[config.mk]
export PLATFORM = sky130hd
export DESIGN_NAME = watchdog_with_soft_reset
export DESIGN_NICKNAME = d
export VERILOG_FILES = /design/src/wdog_pkg.sv /design/src/watchdog_with_soft_reset.sv
export VERILOG_INCLUDE_DIRS = /design/src
export SDC_FILE = /design/constraint.sdc
export NUM_CORES = 1
export LEC_CHECK = 0
export BUFFER_PORTS_ARGS = -buffer_cell sky130_fd_sc_hd__buf_2
export CORE_ASPECT_RATIO = 1.2
export CORE_MARGIN = 2
export CORE_UTILIZATION = 52
export CTS_CLUSTER_DIAMETER = 80
export CTS_CLUSTER_SIZE = 8
export DETAILED_ROUTE_END_ITERATION = 10
export PLACE_DENSITY = 0.79
export SLEW_MARGIN = 5
export SYNTH_ARGS = -nofsm -noshare
export SYNTH_HDL_FRONTEND = slang
export SYNTH_SLANG_ARGS = --single-unit
export TNS_END_PERCENT = 1
[constraint.sdc]
create_clock -name ref_clk_i -period 2.2 [get_ports ref_clk_i]
set_input_delay 0.11 -clock ref_clk_i [delete_from_list [all_inputs] [get_ports ref_clk_i]]
set_output_delay 0.11 -clock ref_clk_i [all_outputs]
set_load 0.03 [all_outputs]
[src/wdog_defs.svh]
`ifndef WDOG_DEFS_SVH
`define WDOG_DEFS_SVH
`define KEY_OFFSET 8'hA6
`define CFG_OFFSET 8'hA7
`define IRQ_STAT_OFFSET 8'hB0
`define IRQ_MASK_OFFSET 8'hB1
`define CTRL_OFFSET 8'hB2
`define KEY_EN1 8'h1E
`define KEY_EN2 8'hE1
`define KEY_SW1 8'h5A
`define KEY_SW2 8'hA5
`define BIT_OVF 7
`define BIT_SWR 6
`define BIT_RUN 5
`define BIT_IDLE 4
`define BIT_DISRO 3
`define CFG_RESET 8'h00
`define PRESCALE_RESET 7'h05
`define RST_PULSE_CYCLES 7'd96
`define RST_PULSE_CYCLES_X2 7'd48
`define CNT_BITS 14
`define PERIOD_EXTRA_BITS 7
`endif

[src/wdog_pkg.sv]
package wdog_pkg;
   typedef enum logic [2:0] {
      KEY_IDLE = 3'b001,
      KEY_EN_WAIT = 3'b010,
      KEY_SW_WAIT = 3'b100
   } key_state_type;
   typedef struct packed {
      logic [7:0] address;
      logic read;
      logic write;
      logic [31:0] writedata;
   } avmm_req_type;
   typedef struct packed {
      logic [31:0] readdata;
      logic waitrequest;
   } avmm_rsp_type;
endpackage
[src/watchdog_with_soft_reset.sv]
// The Avalon-MM register port is this design's own decision.
`include "wdog_defs.svh"
`timescale 1ns/100ps
`default_nettype none
module watchdog_with_soft_reset (
   input wire logic ref_clk_i,
   input wire logic rst_i,
   input wire wdog_pkg::avmm_req_type bus_req_i,
   output var wdog_pkg::avmm_rsp_type bus_rsp_o,
   input wire logic power_down_i,
   input wire logic idle_i,
   input wire logic double_speed_mode_i,
   input wire logic [6:0] timer_prescale_value_i,
   output logic cpu_reset_o,
   output logic reset_pin_o,
   output logic reset_pin_oe_o,
   output logic irq_o
);
   import wdog_pkg::*;

   logic [7:0] cfg_reg;
   logic [1:0] irq_stat_reg;
   logic [1:0] irq_mask_reg;
   key_state_type key_reg;
   logic [6:0] presc_reg;
   logic [20:0] cnt_reg;
   logic [6:0] pulse_reg;
   logic pulse_pin_reg;
   logic [31:0] rdata_reg;
   logic ack_reg;
   logic pd_meta_reg;
   logic pd_reg;
   logic idle_meta_reg;
   logic idle_sync_reg;

   logic wr;
   logic rd;
   logic key_wr;
   logic feed;
   logic sw_good;
   logic sw_bad;
   logic timeout;
   logic tick;
   logic running;
   logic halted;
   logic [20:0] limit;
   logic [1:0] irq_clear;
   logic [1:0] irq_set;

   function automatic logic hit(input logic [7:0] a, input logic [7:0] off);
      hit = (a == off);
   endfunction

   // last count value before the timeout, one entry per period select
   function automatic logic [20:0] period_limit(input logic [2:0] sel);
      case (sel)
         3'h0: period_limit = 21'h003FFF;
         3'h1: period_limit = 21'h007FFF;
         3'h2: period_limit = 21'h00FFFF;
         3'h3: period_limit = 21'h01FFFF;
         3'h4: period_limit = 21'h03FFFF;
         3'h5: period_limit = 21'h07FFFF;
         3'h6: period_limit = 21'h0FFFFF;
         default: period_limit = 21'h1FFFFF;
      endcase
   endfunction

   // one wait state per access so the read mux is registered
   // writes land on the edge that ends the wait, as the master sees it
   assign wr = bus_req_i.write && ack_reg;
   assign rd = bus_req_i.read && !ack_reg;
   assign bus_rsp_o.waitrequest = (bus_req_i.read || bus_req_i.write) && !ack_reg;
   assign bus_rsp_o.readdata = rdata_reg;
   assign key_wr = wr && hit(bus_req_i.address, `KEY_OFFSET);
   assign running = cfg_reg[`BIT_RUN];

   // power-down and idle come from outside this clock domain
   always_ff @(posedge ref_clk_i) begin
      if (rst_i) begin
         pd_meta_reg <= 1'b0;
         pd_reg <= 1'b0;
         idle_meta_reg <= 1'b0;
         idle_sync_reg <= 1'b0;
      end else begin
         pd_meta_reg <= power_down_i;
         pd_reg <= pd_meta_reg;
         idle_meta_reg <= idle_i;
         idle_sync_reg <= idle_meta_reg;
      end
   end

   always_ff @(posedge ref_clk_i) begin
      if (rst_i) begin
         ack_reg <= 1'b0;
      end else begin
         ack_reg <= (bus_req_i.read || bus_req_i.write) && !ack_reg;
      end
   end

   always_ff @(posedge ref_clk_i) begin
      if (rst_i) begin
         key_reg <= KEY_IDLE;
      end else if (key_wr) begin
         case (key_reg)
            KEY_IDLE: begin
               if (bus_req_i.writedata[7:0] == `KEY_EN1) begin
                  key_reg <= KEY_EN_WAIT;
               end else if (bus_req_i.writedata[7:0] == `KEY_SW1) begin
                  key_reg <= KEY_SW_WAIT;
               end else begin
                  key_reg <= KEY_IDLE;
               end
            end
            default: begin
               key_reg <= KEY_IDLE;
            end
         endcase
      end
   end

   // a write to another register between the keys also raises sw_bad, but key_reg stays in its wait state
   always_comb begin
      feed = key_wr && key_reg == KEY_EN_WAIT && bus_req_i.writedata[7:0] == `KEY_EN2;
      sw_good = key_wr && key_reg == KEY_SW_WAIT && bus_req_i.writedata[7:0] == `KEY_SW2;
      sw_bad = 1'b0;
      if (key_wr && !feed && !sw_good) begin
         sw_bad = key_reg != KEY_IDLE ||
            (bus_req_i.writedata[7:0] != `KEY_EN1 && bus_req_i.writedata[7:0] != `KEY_SW1);
      end
      if (wr && !key_wr && key_reg != KEY_IDLE) begin
         sw_bad = 1'b1;
      end
   end

   assign halted = pd_reg || (idle_sync_reg && cfg_reg[`BIT_IDLE]) || !running;
   assign tick = !halted && presc_reg == timer_prescale_value_i;
   assign limit = period_limit(cfg_reg[2:0]);
   assign timeout = tick && cnt_reg == limit;

   // 14-bit counter extended by the period select bits
   always_ff @(posedge ref_clk_i) begin
      if (rst_i || feed || pulse_reg != 7'h00) begin
         presc_reg <= 7'h00;
         cnt_reg <= 21'h000000;
      end else if (!halted) begin
         presc_reg <= tick ? 7'h00 : presc_reg + 7'h01;
         if (tick) begin
            cnt_reg <= cnt_reg + 21'h000001;
         end
      end
   end

   always_ff @(posedge ref_clk_i) begin
      if (rst_i) begin
         pulse_reg <= 7'h00;
         pulse_pin_reg <= 1'b0;
      end else if (pulse_reg == 7'h00 && (timeout || sw_good || sw_bad)) begin
         pulse_reg <= double_speed_mode_i ? `RST_PULSE_CYCLES_X2 : `RST_PULSE_CYCLES;
         pulse_pin_reg <= !cfg_reg[`BIT_DISRO];
      end else if (pulse_reg != 7'h00) begin
         pulse_reg <= pulse_reg - 7'h01;
         pulse_pin_reg <= pulse_reg != 7'h01 && pulse_pin_reg;
      end
   end

   assign cpu_reset_o = pulse_reg != 7'h00;
   assign reset_pin_o = 1'b0;
   assign reset_pin_oe_o = pulse_pin_reg;

   // hardware set wins over the software clear; running drops as the reset pulse ends
   always_ff @(posedge ref_clk_i) begin
      if (rst_i) begin
         cfg_reg <= `CFG_RESET;
      end else begin
         if (wr && hit(bus_req_i.address, `CFG_OFFSET)) begin
            cfg_reg[4:0] <= bus_req_i.writedata[4:0];
            if (!bus_req_i.writedata[`BIT_OVF]) begin
               cfg_reg[`BIT_OVF] <= 1'b0;
            end
            if (!bus_req_i.writedata[`BIT_SWR]) begin
               cfg_reg[`BIT_SWR] <= 1'b0;
            end
         end
         if (feed) begin
            cfg_reg[`BIT_RUN] <= 1'b1;
         end else if (pulse_reg == 7'h01) begin
            cfg_reg[`BIT_RUN] <= 1'b0;
         end
         if (timeout || sw_bad) begin
            cfg_reg[`BIT_OVF] <= 1'b1;
         end
         if (sw_good || sw_bad) begin
            cfg_reg[`BIT_SWR] <= 1'b1;
         end
      end
   end

   // bit0 timeout reset, bit1 software reset
   always_comb begin
      irq_clear = 2'h0;
      if (wr && hit(bus_req_i.address, `IRQ_STAT_OFFSET)) begin
         irq_clear = bus_req_i.writedata[1:0];
      end
      irq_set = {sw_good || sw_bad, timeout};
   end

   always_ff @(posedge ref_clk_i) begin
      if (rst_i) begin
         irq_stat_reg <= 2'h0;
         irq_mask_reg <= 2'h0;
      end else begin
         if (wr && hit(bus_req_i.address, `IRQ_MASK_OFFSET)) begin
            irq_mask_reg <= bus_req_i.writedata[1:0];
         end
         irq_stat_reg <= (irq_stat_reg & ~irq_clear) | irq_set;
      end
   end

   assign irq_o = |(irq_stat_reg & irq_mask_reg);

   always_ff @(posedge ref_clk_i) begin
      if (rst_i) begin
         rdata_reg <= 32'h00000000;
      end else if (rd) begin
         case (bus_req_i.address)
            `CFG_OFFSET: rdata_reg <= {24'h000000, cfg_reg};
            `IRQ_STAT_OFFSET: rdata_reg <= {30'h00000000, irq_stat_reg};
            `IRQ_MASK_OFFSET: rdata_reg <= {30'h00000000, irq_mask_reg};
            default: rdata_reg <= 32'h00000000;
         endcase
      end
   end

   pulse_len_a: assert property (@(posedge ref_clk_i) disable iff (rst_i)
      $rose(cpu_reset_o) && !double_speed_mode_i |-> cpu_reset_o [*8])
      else $error("reset pulse too short");
   feed_run_a: assert property (@(posedge ref_clk_i) disable iff (rst_i)
      feed |=> running) else $error("feed did not set running");
   sw_flag_a: assert property (@(posedge ref_clk_i) disable iff (rst_i)
      sw_good |=> cfg_reg[`BIT_SWR] && cpu_reset_o) else $error("software reset missed");
   bad_key_a: assert property (@(posedge ref_clk_i) disable iff (rst_i)
      sw_bad |=> cfg_reg[`BIT_OVF] && cfg_reg[`BIT_SWR]) else $error("bad key flags");
   timeout_ovf_a: assert property (@(posedge ref_clk_i) disable iff (rst_i)
      timeout |=> cfg_reg[`BIT_OVF] && cpu_reset_o) else $error("timeout not flagged");
   pin_gate_a: assert property (@(posedge ref_clk_i) disable iff (rst_i)
      reset_pin_oe_o |-> cpu_reset_o) else $error("pin driven outside pulse");
   feed_clear_a: assert property (@(posedge ref_clk_i) disable iff (rst_i)
      feed |=> cnt_reg == 21'h000000 && presc_reg == 7'h00) else $error("feed no clear");
   halt_hold_a: assert property (@(posedge ref_clk_i) disable iff (rst_i)
      pd_reg && !feed && !cpu_reset_o |=> $stable(cnt_reg)) else $error("counted in power-down");
   tick_gap_a: assert property (@(posedge ref_clk_i) disable iff (rst_i)
      tick && timer_prescale_value_i == 7'h05 && $stable(timer_prescale_value_i) |=> !tick [*5])
      else $error("prescale spacing");

   wait_one_a: assert property (@(posedge ref_clk_i) disable iff (rst_i)
      $rose(bus_req_i.read || bus_req_i.write) |-> bus_rsp_o.waitrequest)
      else $error("new request not held off");

   wait_drop_a: assert property (@(posedge ref_clk_i) disable iff (rst_i)
      bus_rsp_o.waitrequest |=> !bus_rsp_o.waitrequest)
      else $error("wait longer than one cycle");

   count_clear_a: assert property (@(posedge ref_clk_i) disable iff (rst_i)
      cpu_reset_o && $past(cpu_reset_o) |-> cnt_reg == 21'h000000 && presc_reg == 7'h00)
      else $error("counter ran during reset pulse");

   run_drop_a: assert property (@(posedge ref_clk_i) disable iff (rst_i)
      $fell(cpu_reset_o) && !$past(feed) |-> !running)
      else $error("still running after reset pulse");

   pin_disable_a: assert property (@(posedge ref_clk_i) disable iff (rst_i)
      $rose(cpu_reset_o) && $past(cfg_reg[`BIT_DISRO]) |-> !reset_pin_oe_o)
      else $error("pin driven while disabled");

   timeout_stat_a: assert property (@(posedge ref_clk_i) disable iff (rst_i)
      timeout |=> irq_stat_reg[0])
      else $error("timeout status missed");

   swr_stat_a: assert property (@(posedge ref_clk_i) disable iff (rst_i)
      sw_good || sw_bad |=> irq_stat_reg[1])
      else $error("software reset status missed");

   pulse_end_a: assert property (@(posedge ref_clk_i) disable iff (rst_i)
      $rose(cpu_reset_o) |-> ##[1:96] !cpu_reset_o)
      else $error("reset pulse too long");

   pulse_short_a: assert property (@(posedge ref_clk_i) disable iff (rst_i)
      $rose(cpu_reset_o) && $past(double_speed_mode_i) |-> ##[1:48] !cpu_reset_o)
      else $error("double speed pulse too long");

   pulse_full_a: assert property (@(posedge ref_clk_i) disable iff (rst_i)
      $rose(cpu_reset_o) && !$past(double_speed_mode_i) |-> ##95 cpu_reset_o)
      else $error("reset pulse ended early");

   key_idle_a: assert property (@(posedge ref_clk_i) disable iff (rst_i)
      feed |=> key_reg == KEY_IDLE)
      else $error("key sequence not restarted");

   bad_pulse_a: assert property (@(posedge ref_clk_i) disable iff (rst_i)
      sw_bad && !cpu_reset_o |=> cpu_reset_o)
      else $error("bad key gave no reset");

   idle_hold_a: assert property (@(posedge ref_clk_i) disable iff (rst_i)
      idle_sync_reg && cfg_reg[`BIT_IDLE] && !feed && !cpu_reset_o |=> $stable(cnt_reg))
      else $error("counted in idle halt");

   feed_c: cover property (@(posedge ref_clk_i) feed);
   pulse_c: cover property (@(posedge ref_clk_i) $fell(cpu_reset_o));
   sw_c: cover property (@(posedge ref_clk_i) sw_good);
   bad_c: cover property (@(posedge ref_clk_i) sw_bad);
   timeout_c: cover property (@(posedge ref_clk_i) timeout);
endmodule
`default_nettype wire

# Word-level counts from Yosys, hierarchy flattened

Index checks and enable logic that the tools add are counted.
Widths: inputs -> output; s select.

Flip-flop bits (word level): 88
Latch bits: 0
Memory bits (writable): 0
Bits in read-only memories: 0
Word-level logic and storage cells: 121
Memories: 0

Add/sub/neg operators: 3
$mul: 0
Divide/modulo/power cells: 0
Magnitude comparators: 0
Equality and inequality tests: 26
Shift operators: 0
Muxes and demuxes: 21
Bitwise operators: 5
Reduce and logical (&&, ||, !) cells: 49

Operator list:

| cell                  | count |
|---|---|
| $pmux 21 s7           | 1 |
| $eq 8x8->1 const B    | 6 |
| $mux 7                | 4 |
| $pmux 8 s3            | 1 |
| $add 21x1->21 const B | 1 |
| $eq 21x21->1          | 1 |
| $logic_and 1x1->1     | 21 |
| $eq 3x3->1 const B    | 4 |
| $logic_or 1x1->1      | 10 |
| $mux 1                | 10 |
| $eq 3x2->1 const B    | 3 |
| $mux 3                | 3 |
| $eq 8x5->1 const B    | 1 |
| $eq 8x7->1 const B    | 1 |
| $ne 8x5->1 const B    | 1 |
| $ne 8x7->1 const B    | 1 |
| $reduce_bool 2->1     | 4 |
| $add 7x1->7 const B   | 1 |
| $eq 7x1->1 const B    | 1 |
| $eq 7x7->1            | 1 |
| $logic_not 1->1       | 7 |
| $logic_not 7->1       | 1 |
| $ne 7x1->1 const B    | 1 |
| $reduce_bool 7->1     | 1 |
| 12 further kinds      | 18 |

# Longest topological paths before layout

Gate-level depths: netlist (run 1).

Depth in word-level cells: 12
Depth in mapped cells: 8

# Worst setup path after synthesis (run 1)

No wires, ideal clock.

Path type: register to register
From: reg presc_reg[0]
To: reg pulse_pin_reg, in the netlist reset_pin_oe_o
Setup time: 0.123 ns
Arrival: 1.853 ns
Path slack: 0.223 ns
Cell stages (with the launch flop): 7
Path buffers: 0
Period minus slack after synthesis: 1.977 ns
Path through: dfxtp_1 > xnor2_1 > nand4_2 > nor3_4 > o2111ai_2 > a21oi_1 > mux2_1

Word-level cells in the longest chain between the ends: 7
Elaborated cells on any way between the ends: 8

Ends and longest elaborated chain:

| what                                               | RTL line                        | source |
|---|---|---|
| from (decl)                                        | watchdog_with_soft_reset.sv:25  | `logic [6:0] presc_reg;` |
| from (signal assigned)                             | watchdog_with_soft_reset.sv:146 | `presc_reg <= tick ? 7'h00 : presc_reg + 7'h01;` |
| $eq 7x7->1 (*)                                     | watchdog_with_soft_reset.sv:136 | `assign tick = !halted && presc_reg == timer_prescale_value_i;` |
| $logic_and 1x1->1 (*)                              | watchdog_with_soft_reset.sv:136 |  |
| $logic_and 1x1->1 (*)                              | watchdog_with_soft_reset.sv:138 | `assign timeout = tick && cnt_reg == limit;` |
| $logic_or 1x1->1 (*) (2 in series)                 | watchdog_with_soft_reset.sv:157 | `end else if (pulse_reg == 7'h00 && (timeout \|\| sw_good \|\| sw_bad)) begin` |
| $logic_and 1x1->1 (*)                              | watchdog_with_soft_reset.sv:157 |  |
| $mux 1 / $reduce_bool 2->1 (equally long branches) | -                               |  |
| to (signal assigned)                               | watchdog_with_soft_reset.sv:159 | `` pulse_pin_reg <= !cfg_reg[`BIT_DISRO]; `` |
| to (signal assigned)                               | watchdog_with_soft_reset.sv:162 | `pulse_pin_reg <= pulse_reg != 7'h01 && pulse_pin_reg;` |
| to (decl)                                          | watchdog_with_soft_reset.sv:28  | `logic pulse_pin_reg;` |

Mark *: on every way between the ends. The rest lies on a longest branch, timed or not.
A chain may end at the register's enable or synchronous reset.

# Worst setup path after layout (run 1)

From: reg cfg_reg[1]
To: reg pulse_pin_reg, in the netlist reset_pin_oe_o

Word-level cells in the longest chain between the ends: 8
Elaborated cells on any way between the ends: 15

Ends and longest elaborated chain:

| what                                               | RTL line                        | source |
|---|---|---|
| from (decl)                                        | watchdog_with_soft_reset.sv:21  | `logic [7:0] cfg_reg;` |
| from (signal assigned)                             | watchdog_with_soft_reset.sv:173 | `` cfg_reg <= `CFG_RESET; `` |
| from (signal assigned)                             | watchdog_with_soft_reset.sv:176 | `cfg_reg[4:0] <= bus_req_i.writedata[4:0];` |
| $eq 3x3->1 (tied with other cells)                 | watchdog_with_soft_reset.sv:56  | `case (sel)` |
| $pmux 21 s7 (*)                                    | watchdog_with_soft_reset.sv:56  |  |
| $eq 21x21->1 (*)                                   | watchdog_with_soft_reset.sv:138 |  |
| $logic_and 1x1->1 (*)                              | watchdog_with_soft_reset.sv:138 |  |
| $logic_or 1x1->1 (*) (2 in series)                 | watchdog_with_soft_reset.sv:157 |  |
| $logic_and 1x1->1 (*)                              | watchdog_with_soft_reset.sv:157 |  |
| $mux 1 / $reduce_bool 2->1 (equally long branches) | -                               |  |

Marks and branches as above.

==> metrics.md, run 1 <==
| Metric | Value |
|---|---|
| Status | `finished, final reports clean` |
| Pwr Density | `788 mW/mm2` |
| Flops & latches, synth | `64` |
| Grt total ovfl | `0` |
| CP Class | `flop to flop` |
| Core area | `0.00613 mm2` |
| Sequential share of the synthesized area | `about two fifths` |
| Top cells by area, synth | `dfxtp_1 (38%), nor2_1 (7.0%), buf_4 (5.6%)` |
| Setup repair after global routing missed its margin | `false` |
| Clk_skew | `between 10 and 15 ps` |
| First-pass GRT wire length | `11700 um` |
| Die W | `77.1 um` |
| Vias/cell | `5.36` |
| Post-synth EDFFs | `0` |
| Leakage | `~0.0015 uW` |
| Routability cong. | `a little under 0.9` |
| Pre-antenna DRT Iters | `5` |
| Overall Global Routing Usage | `about a fifth` |
| DIE AREA | `around 0.0071 mm2` |
| Die Ht | `91.7 um` |
| VDD IR-drop max | `approximately 0.00063 V` |
| ANT nets after route | `0` |
| Post-route cell area | `just under 0.004 mm2` |
| Antenna violations before repair | `0` |
| Dpl cell area | `0.00357 mm2` |
| Drc violations | `0` |
| ANT cells | `0` |
| Max reg flops | `21` |
| Final wirelength | `between 6000 and 7000 um` |
| Largest net degree at the start of global routing | `35` |
| TritonCTS clock tree | `built` |
| Worst reg2reg path depth | `5` |
| Max-Cap Viols | `0` |
| Reg2reg end | `reset_pin_oe_o$_SDFFE_PP0P_` |
| TritonCTS buffer count | `9` |
| Std cell rows | `31` |
| # H-tree levels | `3` |
| Top cell type's share of synthesized area | `around 38%` |
| Syn Area/Cell | `around 8.5 um2` |
| CP endpoint kind | `flop` |
| FMAX | `roughly 490 MHz` |
| Initial core utilization | `a little over half` |
| Slew @ Worst Pin | `626 ps` |
| Nets@finish | `between 500 and 600` |
| Largest area contributor in the netlist | `dfxtp_1` |
| Library cells used by synthesis | `between 50 and 60` |
| Routed WL per cell | `about 13 um` |
| Setup_tns | `0 ps` |
| Area grow syn2layout | `15.3%` |
| Iteration-0 DRC Markers | `just under 100` |
| Root buffer cell | `clkbuf_8` |
| Share of cells above drive strength 1 | `between 10% and 20%` |
| Worst Hold End | `pulse_reg[4]$_SDFFE_PP0P_` |
| Max-slew violations | `0` |
| FFs w/ async S/R, synth | `0%` |
| Most frequent cell after synthesis | `dfxtp_1` |
| Hold path depth | `3` |
| Max_slew headroom | `about three fifths` |
| Hold Crit Class | `input pin to flop` |
| R2R setup slack | `~140 ps` |
| Synth Flop Type | `dfxtp_1` |
| Via count | `between 2000 and 3000` |
| Final hold vios | `0` |
| Critical path fanouts, max | `12` |
| Startpoint class of the critical path | `flop` |
| Min cycle time layout | `approximately 2100 ps` |
| Clock-pin slew on the worst setup and hold paths | `~70 ps` |
| Worst Path Required | `~2400 ps` |
| Synth Cell Area | `between 0.003 and 0.004 mm2` |
| Clock latency on the worst-skew pair | `roughly 350 ps` |
| Vias in the first global route | `2618` |
| Worst hold start | `double_speed_mode_i` |
| Number of setup buffers added after CTS | `0` |
| R2r startpoint | `cfg_reg[1]$_SDFFE_PP0P_` |
| Worst slack at placement | `121 ps` |
| # IOs | `91` |
| Setup-failing EPs final | `0` |
| I/O Buffers | `41` |
| Most frequent cells after synthesis | `dfxtp_1 (64), nor2_1 (62), nand2_1 (30)` |
| Yosys warns | `0` |
| Clock sink total | `64` |
| Post-DP HPWL | `5130 um` |
| Final period util | `~93%` |
| Worst Path Arrival | `approximately 2300 ps` |
| Setup ws final | `around 140 ps` |
| Post-synthesis cell count | `just under 400` |
| Longest Clk Path Bufs | `2` |
through the flow:
step                      hold WS, ps  std cells  util [%]  total power [uW]
after detailed placement          329        514      58.3              1830
after global placement            322        514      58.3              1820
after CTS                        26.1        532      62.5              3040
after floorplan                   238        418         -              1730
final                            33.5        532      62.7              3030
after global routing             27.1        532      62.7              3160
layout make-up:
cell class,instances,area (um2)
Clock inverter,5,104
Clock buffer,11,131
Sequential cell,64,1280
Timing Repair Buffer,54,308
Inverter,11,41.3
Tap cell,82,103
Multi-Input combinational cell,305,1870
Fill cell,547,2290
logic make-up after synthesis:
kind of cell,after synthesis,synth area share (%)
compound gates,53,10.9
xor+xnor,35,9.20
fa+ha+maj,4,1.50
buf+inv,49,8.37
flops,64,38.5
mux,10,3.08
other cells,1,0.113
simple gates,178,28.4
metal layers:
metal / global-route usage, % / up-vias / wire length (um)
met5: 0 / - / 0
met1: 24.6 / 1349 / 2980
li1: - / 1416 / -
met4: 9.38 / 0 / 127
met3: 3.35 / 16 / 278
met2: 34.9 / 71 / 3590
where the power goes:
group | internal (uW) | leakage (uW) | switching (uW)
Combinational | 193 | 0.000896 | 372
Sequential | 1210 | 0.000518 | 44.9
Clock | 756 | 0.000118 | 452
worst max path at each step:
stage / startpoint / endpoint / slack [ps] / depth (start not counted)
after floorplan: presc_reg[0]$_SDFFE_PP0P_ / reset_pin_oe_o$_SDFFE_PP0P_ / 220 / 6
after global placement: cfg_reg[1]$_SDFFE_PP0P_ / reset_pin_oe_o$_SDFFE_PP0P_ / 140 / 5
after detailed placement: cfg_reg[1]$_SDFFE_PP0P_ / reset_pin_oe_o$_SDFFE_PP0P_ / 120 / 5
after CTS: cfg_reg[1]$_SDFFE_PP0P_ / reset_pin_oe_o$_SDFFE_PP0P_ / 110 / 5
after global routing: ack_reg$_SDFF_PP0_ / reset_pin_oe_o$_SDFFE_PP0P_ / 20 / 6
final: cfg_reg[1]$_SDFFE_PP0P_ / reset_pin_oe_o$_SDFFE_PP0P_ / 140 / 5
worst max-delay path, stage by stage, from the launching register on:
cell and delay, ps:
dfxtp_1 420, a2111o_1 450, a32oi_1 260, o2111ai_2 180, a21oi_1 280, mux2_1 350
what timing repair did:
item	in CTS	in global routing
gates resized for setup	0	2
hold buffers	2	0
endpoints found under the setup margin	0	3
hold endpoints to repair	2	0
layout by cell type (no fill, tap or decap), types with 3 or more instances in the layout:
cell | synthesis | layout
a21oi_1 | 14 | 14
a22oi_1 | 10 | 10
and3_1 | 8 | 8
and3b_1 | 4 | 4
buf_2 | 1 | 41
buf_4 | 25 | 11
bufinv_16 | 0 | 3
clkbuf_8 | 0 | 9
conb_1 | 1 | 25
dfxtp_1 | 64 | 64
ha_1 | 4 | 4
inv_1 | 11 | 11
mux2i_1 | 8 | 8
nand2_1 | 30 | 30
nand2b_1 | 3 | 3
nand3_1 | 18 | 18
nand3b_1 | 3 | 3
nand4_1 | 7 | 7
nand4b_1 | 3 | 3
nor2_1 | 62 | 62
nor2b_1 | 7 | 7
nor3_1 | 8 | 8
nor3_2 | 4 | 4
nor3b_1 | 3 | 3
o21ai_0 | 9 | 9
or3_1 | 3 | 3
xnor2_1 | 19 | 19
xor2_1 | 16 | 16
No activity file was read; power rests on OpenSTA's default activity.
==> inputs of run 2 (changes only) <==
CORE_ASPECT_RATIO = unset   (was 1.2)
==> run 2 against run 1 <==
Sequential power hardly changed. Clock skew shrank 1.9 ps. Largest power group unchanged. Maximum frequency down 2.1%. Sequential share of layout area about the same. Via count barely moved. Global-route usage increased by 0.42 points. Worst setup slack worse by 45 ps. Combinational power decreased by 2%.
==> metrics.md, run 2 (synthesized netlist as in run 1, its figures left out) <==
| Metric | Value |
|---|---|
| Worst Path Required | `2440 ps (about the same)` |
| Die W | `84.0 um (+9.1%)` |
| Leakage | `0.00153 uW (-0.14%)` |
| Startpoint class of the critical path | `flop` |
| Vias in the first global route | `2737 (+4.5%)` |
| DIE AREA | `0.00706 mm2 (about the same)` |
| Root buffer cell | `clkbuf_8` |
| Dpl cell area | `0.00357 mm2 (-0.18%)` |
| Longest Clk Path Bufs | `2 (unchanged)` |
| Routability cong. | `0.830 (-4.4%)` |
| PnR Total Power | `3030 uW (about the same)` |
| Clock sink total | `64 (unchanged)` |
| Number of setup buffers added after CTS | `0 (unchanged)` |
| Final period util | `95.5% (+2.0 points)` |
| Die Ht | `84.0 um (-8.3%)` |
| Max reg flops | `21 (unchanged)` |
| ANT nets after route | `0 (unchanged)` |
| TritonCTS clock tree | `built` |
| Nets@finish | `503 (unchanged)` |
| Post-route cell area | `0.00384 mm2 (about the same)` |
| Setup-failing EPs final | `0 (unchanged)` |
| Final core occ | `61.2% (-1.5 points)` |
| Setup ws final | `99.2 ps (-45.0 ps)` |
| I/O Buffers | `41 (unchanged)` |
| Vias/cell | `5.41 (+0.98%)` |
| Worst path max stage delay | `750 ps (+300 ps)` |
| CP endpoint kind | `flop` |
| Post-DP HPWL | `5030 um (-2.1%)` |
| Final wirelength | `6910 um (-0.95%)` |
| Area grow syn2layout | `15.3% (about the same)` |
| TritonCTS buffer count | `9 (unchanged)` |
| Max-Cap Viols | `0 (unchanged)` |
| Hold Crit Class | `input pin to flop` |
| Max-slew violations | `0 (unchanged)` |
| Routed WL per cell | `13.1 um (about the same)` |
| ANT cells | `0 (unchanged)` |
| Grt total ovfl | `0 (unchanged)` |
| Worst Path Buf+Inv | `0 (unchanged)` |
| Setup_tns | `0 ps (unchanged)` |
| Pwr Density | `789 mW/mm2 (about the same)` |
| Overall Global Routing Usage | `20.7% (+0.42 points)` |
| Clock-pin slew on the worst setup and hold paths | `70 ps (about the same)` |
| # H-tree levels | `3 (unchanged)` |
| Antenna violations before repair | `0 (unchanged)` |
| # IOs | `91 (unchanged)` |
| CP top delay family | `simple AND/OR/NAND/NOR gates` |
| Clk_skew | `10.3 ps (-1.85 ps)` |
| VDD IR-drop max | `0.000744 V (+18%)` |
| Pre-antenna DRT Iters | `4 (-1)` |
| Initial core utilization | `53.1% (-1.3 points)` |
| Commonest non-fill, non-tap cell in the layout | `dfxtp_1` |
| First-pass GRT wire length | `11900 um (+1.6%)` |
| Critical path fanouts, max | `7 (-5)` |
| Worst Path Arrival | `2340 ps (+50 ps)` |
| Max_slew headroom | `57.7% (-0.44 points)` |
| Iteration-0 DRC Markers | `103 (+5.1%)` |
| Crit path cell chain | `xnor2_1 > nand4_2 > or4b_1 > nor3_2 > xnor2_1 > nor2_1` |
| Drc violations | `0 (unchanged)` |
| Core area | `0.00628 mm2 (+2.4%)` |
| Std cell rows | `29 (-6.5%)` |
| Most Frequent Cell on Critical Path | `xnor2_1` |
| Slew @ Worst Pin | `633 ps (+6.59 ps)` |
| Commonest non-fill, non-tap cells in the layout | `dfxtp_1 (64), nor2_1 (62), buf_2 (41)` |
| Via count | `2853 (+0.035%)` |
| Final hold vios | `0 (unchanged)` |
| Largest net degree at the start of global routing | `36 (+2.9%)` |
| Min cycle time layout | `2100 ps (+45.0 ps)` |
| Clock latency on the worst-skew pair | `340 ps (about the same)` |
| Share of cells above drive strength 1 | `18.0% (+0.22 points)` |
| Status | `finished, final reports clean` |
| FMAX | `476 MHz (-2.1%)` |
| CP Class | `flop to flop` |
| Crit-path slowest cell | `or4b_1` |
| Worst slack at placement | `92.3 ps (-29.1 ps)` |
| Setup repair after global routing missed its margin | `false` |
[run 2: cell count changes in the layout (fill, tap and decap cells not counted), sizes merged]
cell / delta
clkinvlp: +1
clkinv: +2
inv: -1
clkbuf: -2
[run 2: routing by layer]
layer	wire, um	GRT usage [%]
met1	3000	24.2
met2	3590	36.8
met3	223	3.96
met4	96	8.36
met5	0	0
[run 2: cell type report]
cell class	instances	area, um2
multi-input combinational	305	1870
fill	544	2440
timing repair buffer	54	308
inverter	11	41.3
sequential	64	1280
clock inverter	7	120
tap	77	96.3
clock buffer	9	124
[run 2: tightest hold or removal path: stages]
cell and delay (ps):
buf_2 110, nand2_1 50, o21ai_1 50
[run 2: worst paths after layout]
kind	from	to	slack [ps]	depth (start not counted)
min	double_speed_mode_i	pulse_reg[4]$_SDFFE_PP0P_	10	3
max	presc_reg[0]$_SDFFE_PP0P_	cnt_reg[19]$_SDFFE_PP0P_	100	6
min reg2reg	idle_meta_reg$_SDFF_PP0_	idle_sync_reg$_SDFF_PP0_	440	1
max reg2reg	presc_reg[0]$_SDFFE_PP0P_	cnt_reg[19]$_SDFFE_PP0P_	100	6
[run 2: what timing repair did]
item,CTS,global route
endpoints found under the hold margin,2,0
gates resized for setup,0,1
hold buffers,2,0
endpoints found under the setup margin,0,2
[run 2: power by group]
part / internal [uW] / switching [uW]
Clock: 754 / 470
Combinational: 191 / 364
Sequential: 1210 / 40.9
[run 2: per-stage QoR]
stage,cells,hold WS [ps]
after floorplan,418,238
after global placement,509,323
after detailed placement,509,331
after CTS,527,3.10
after global routing,527,9.90
final,527,14.3
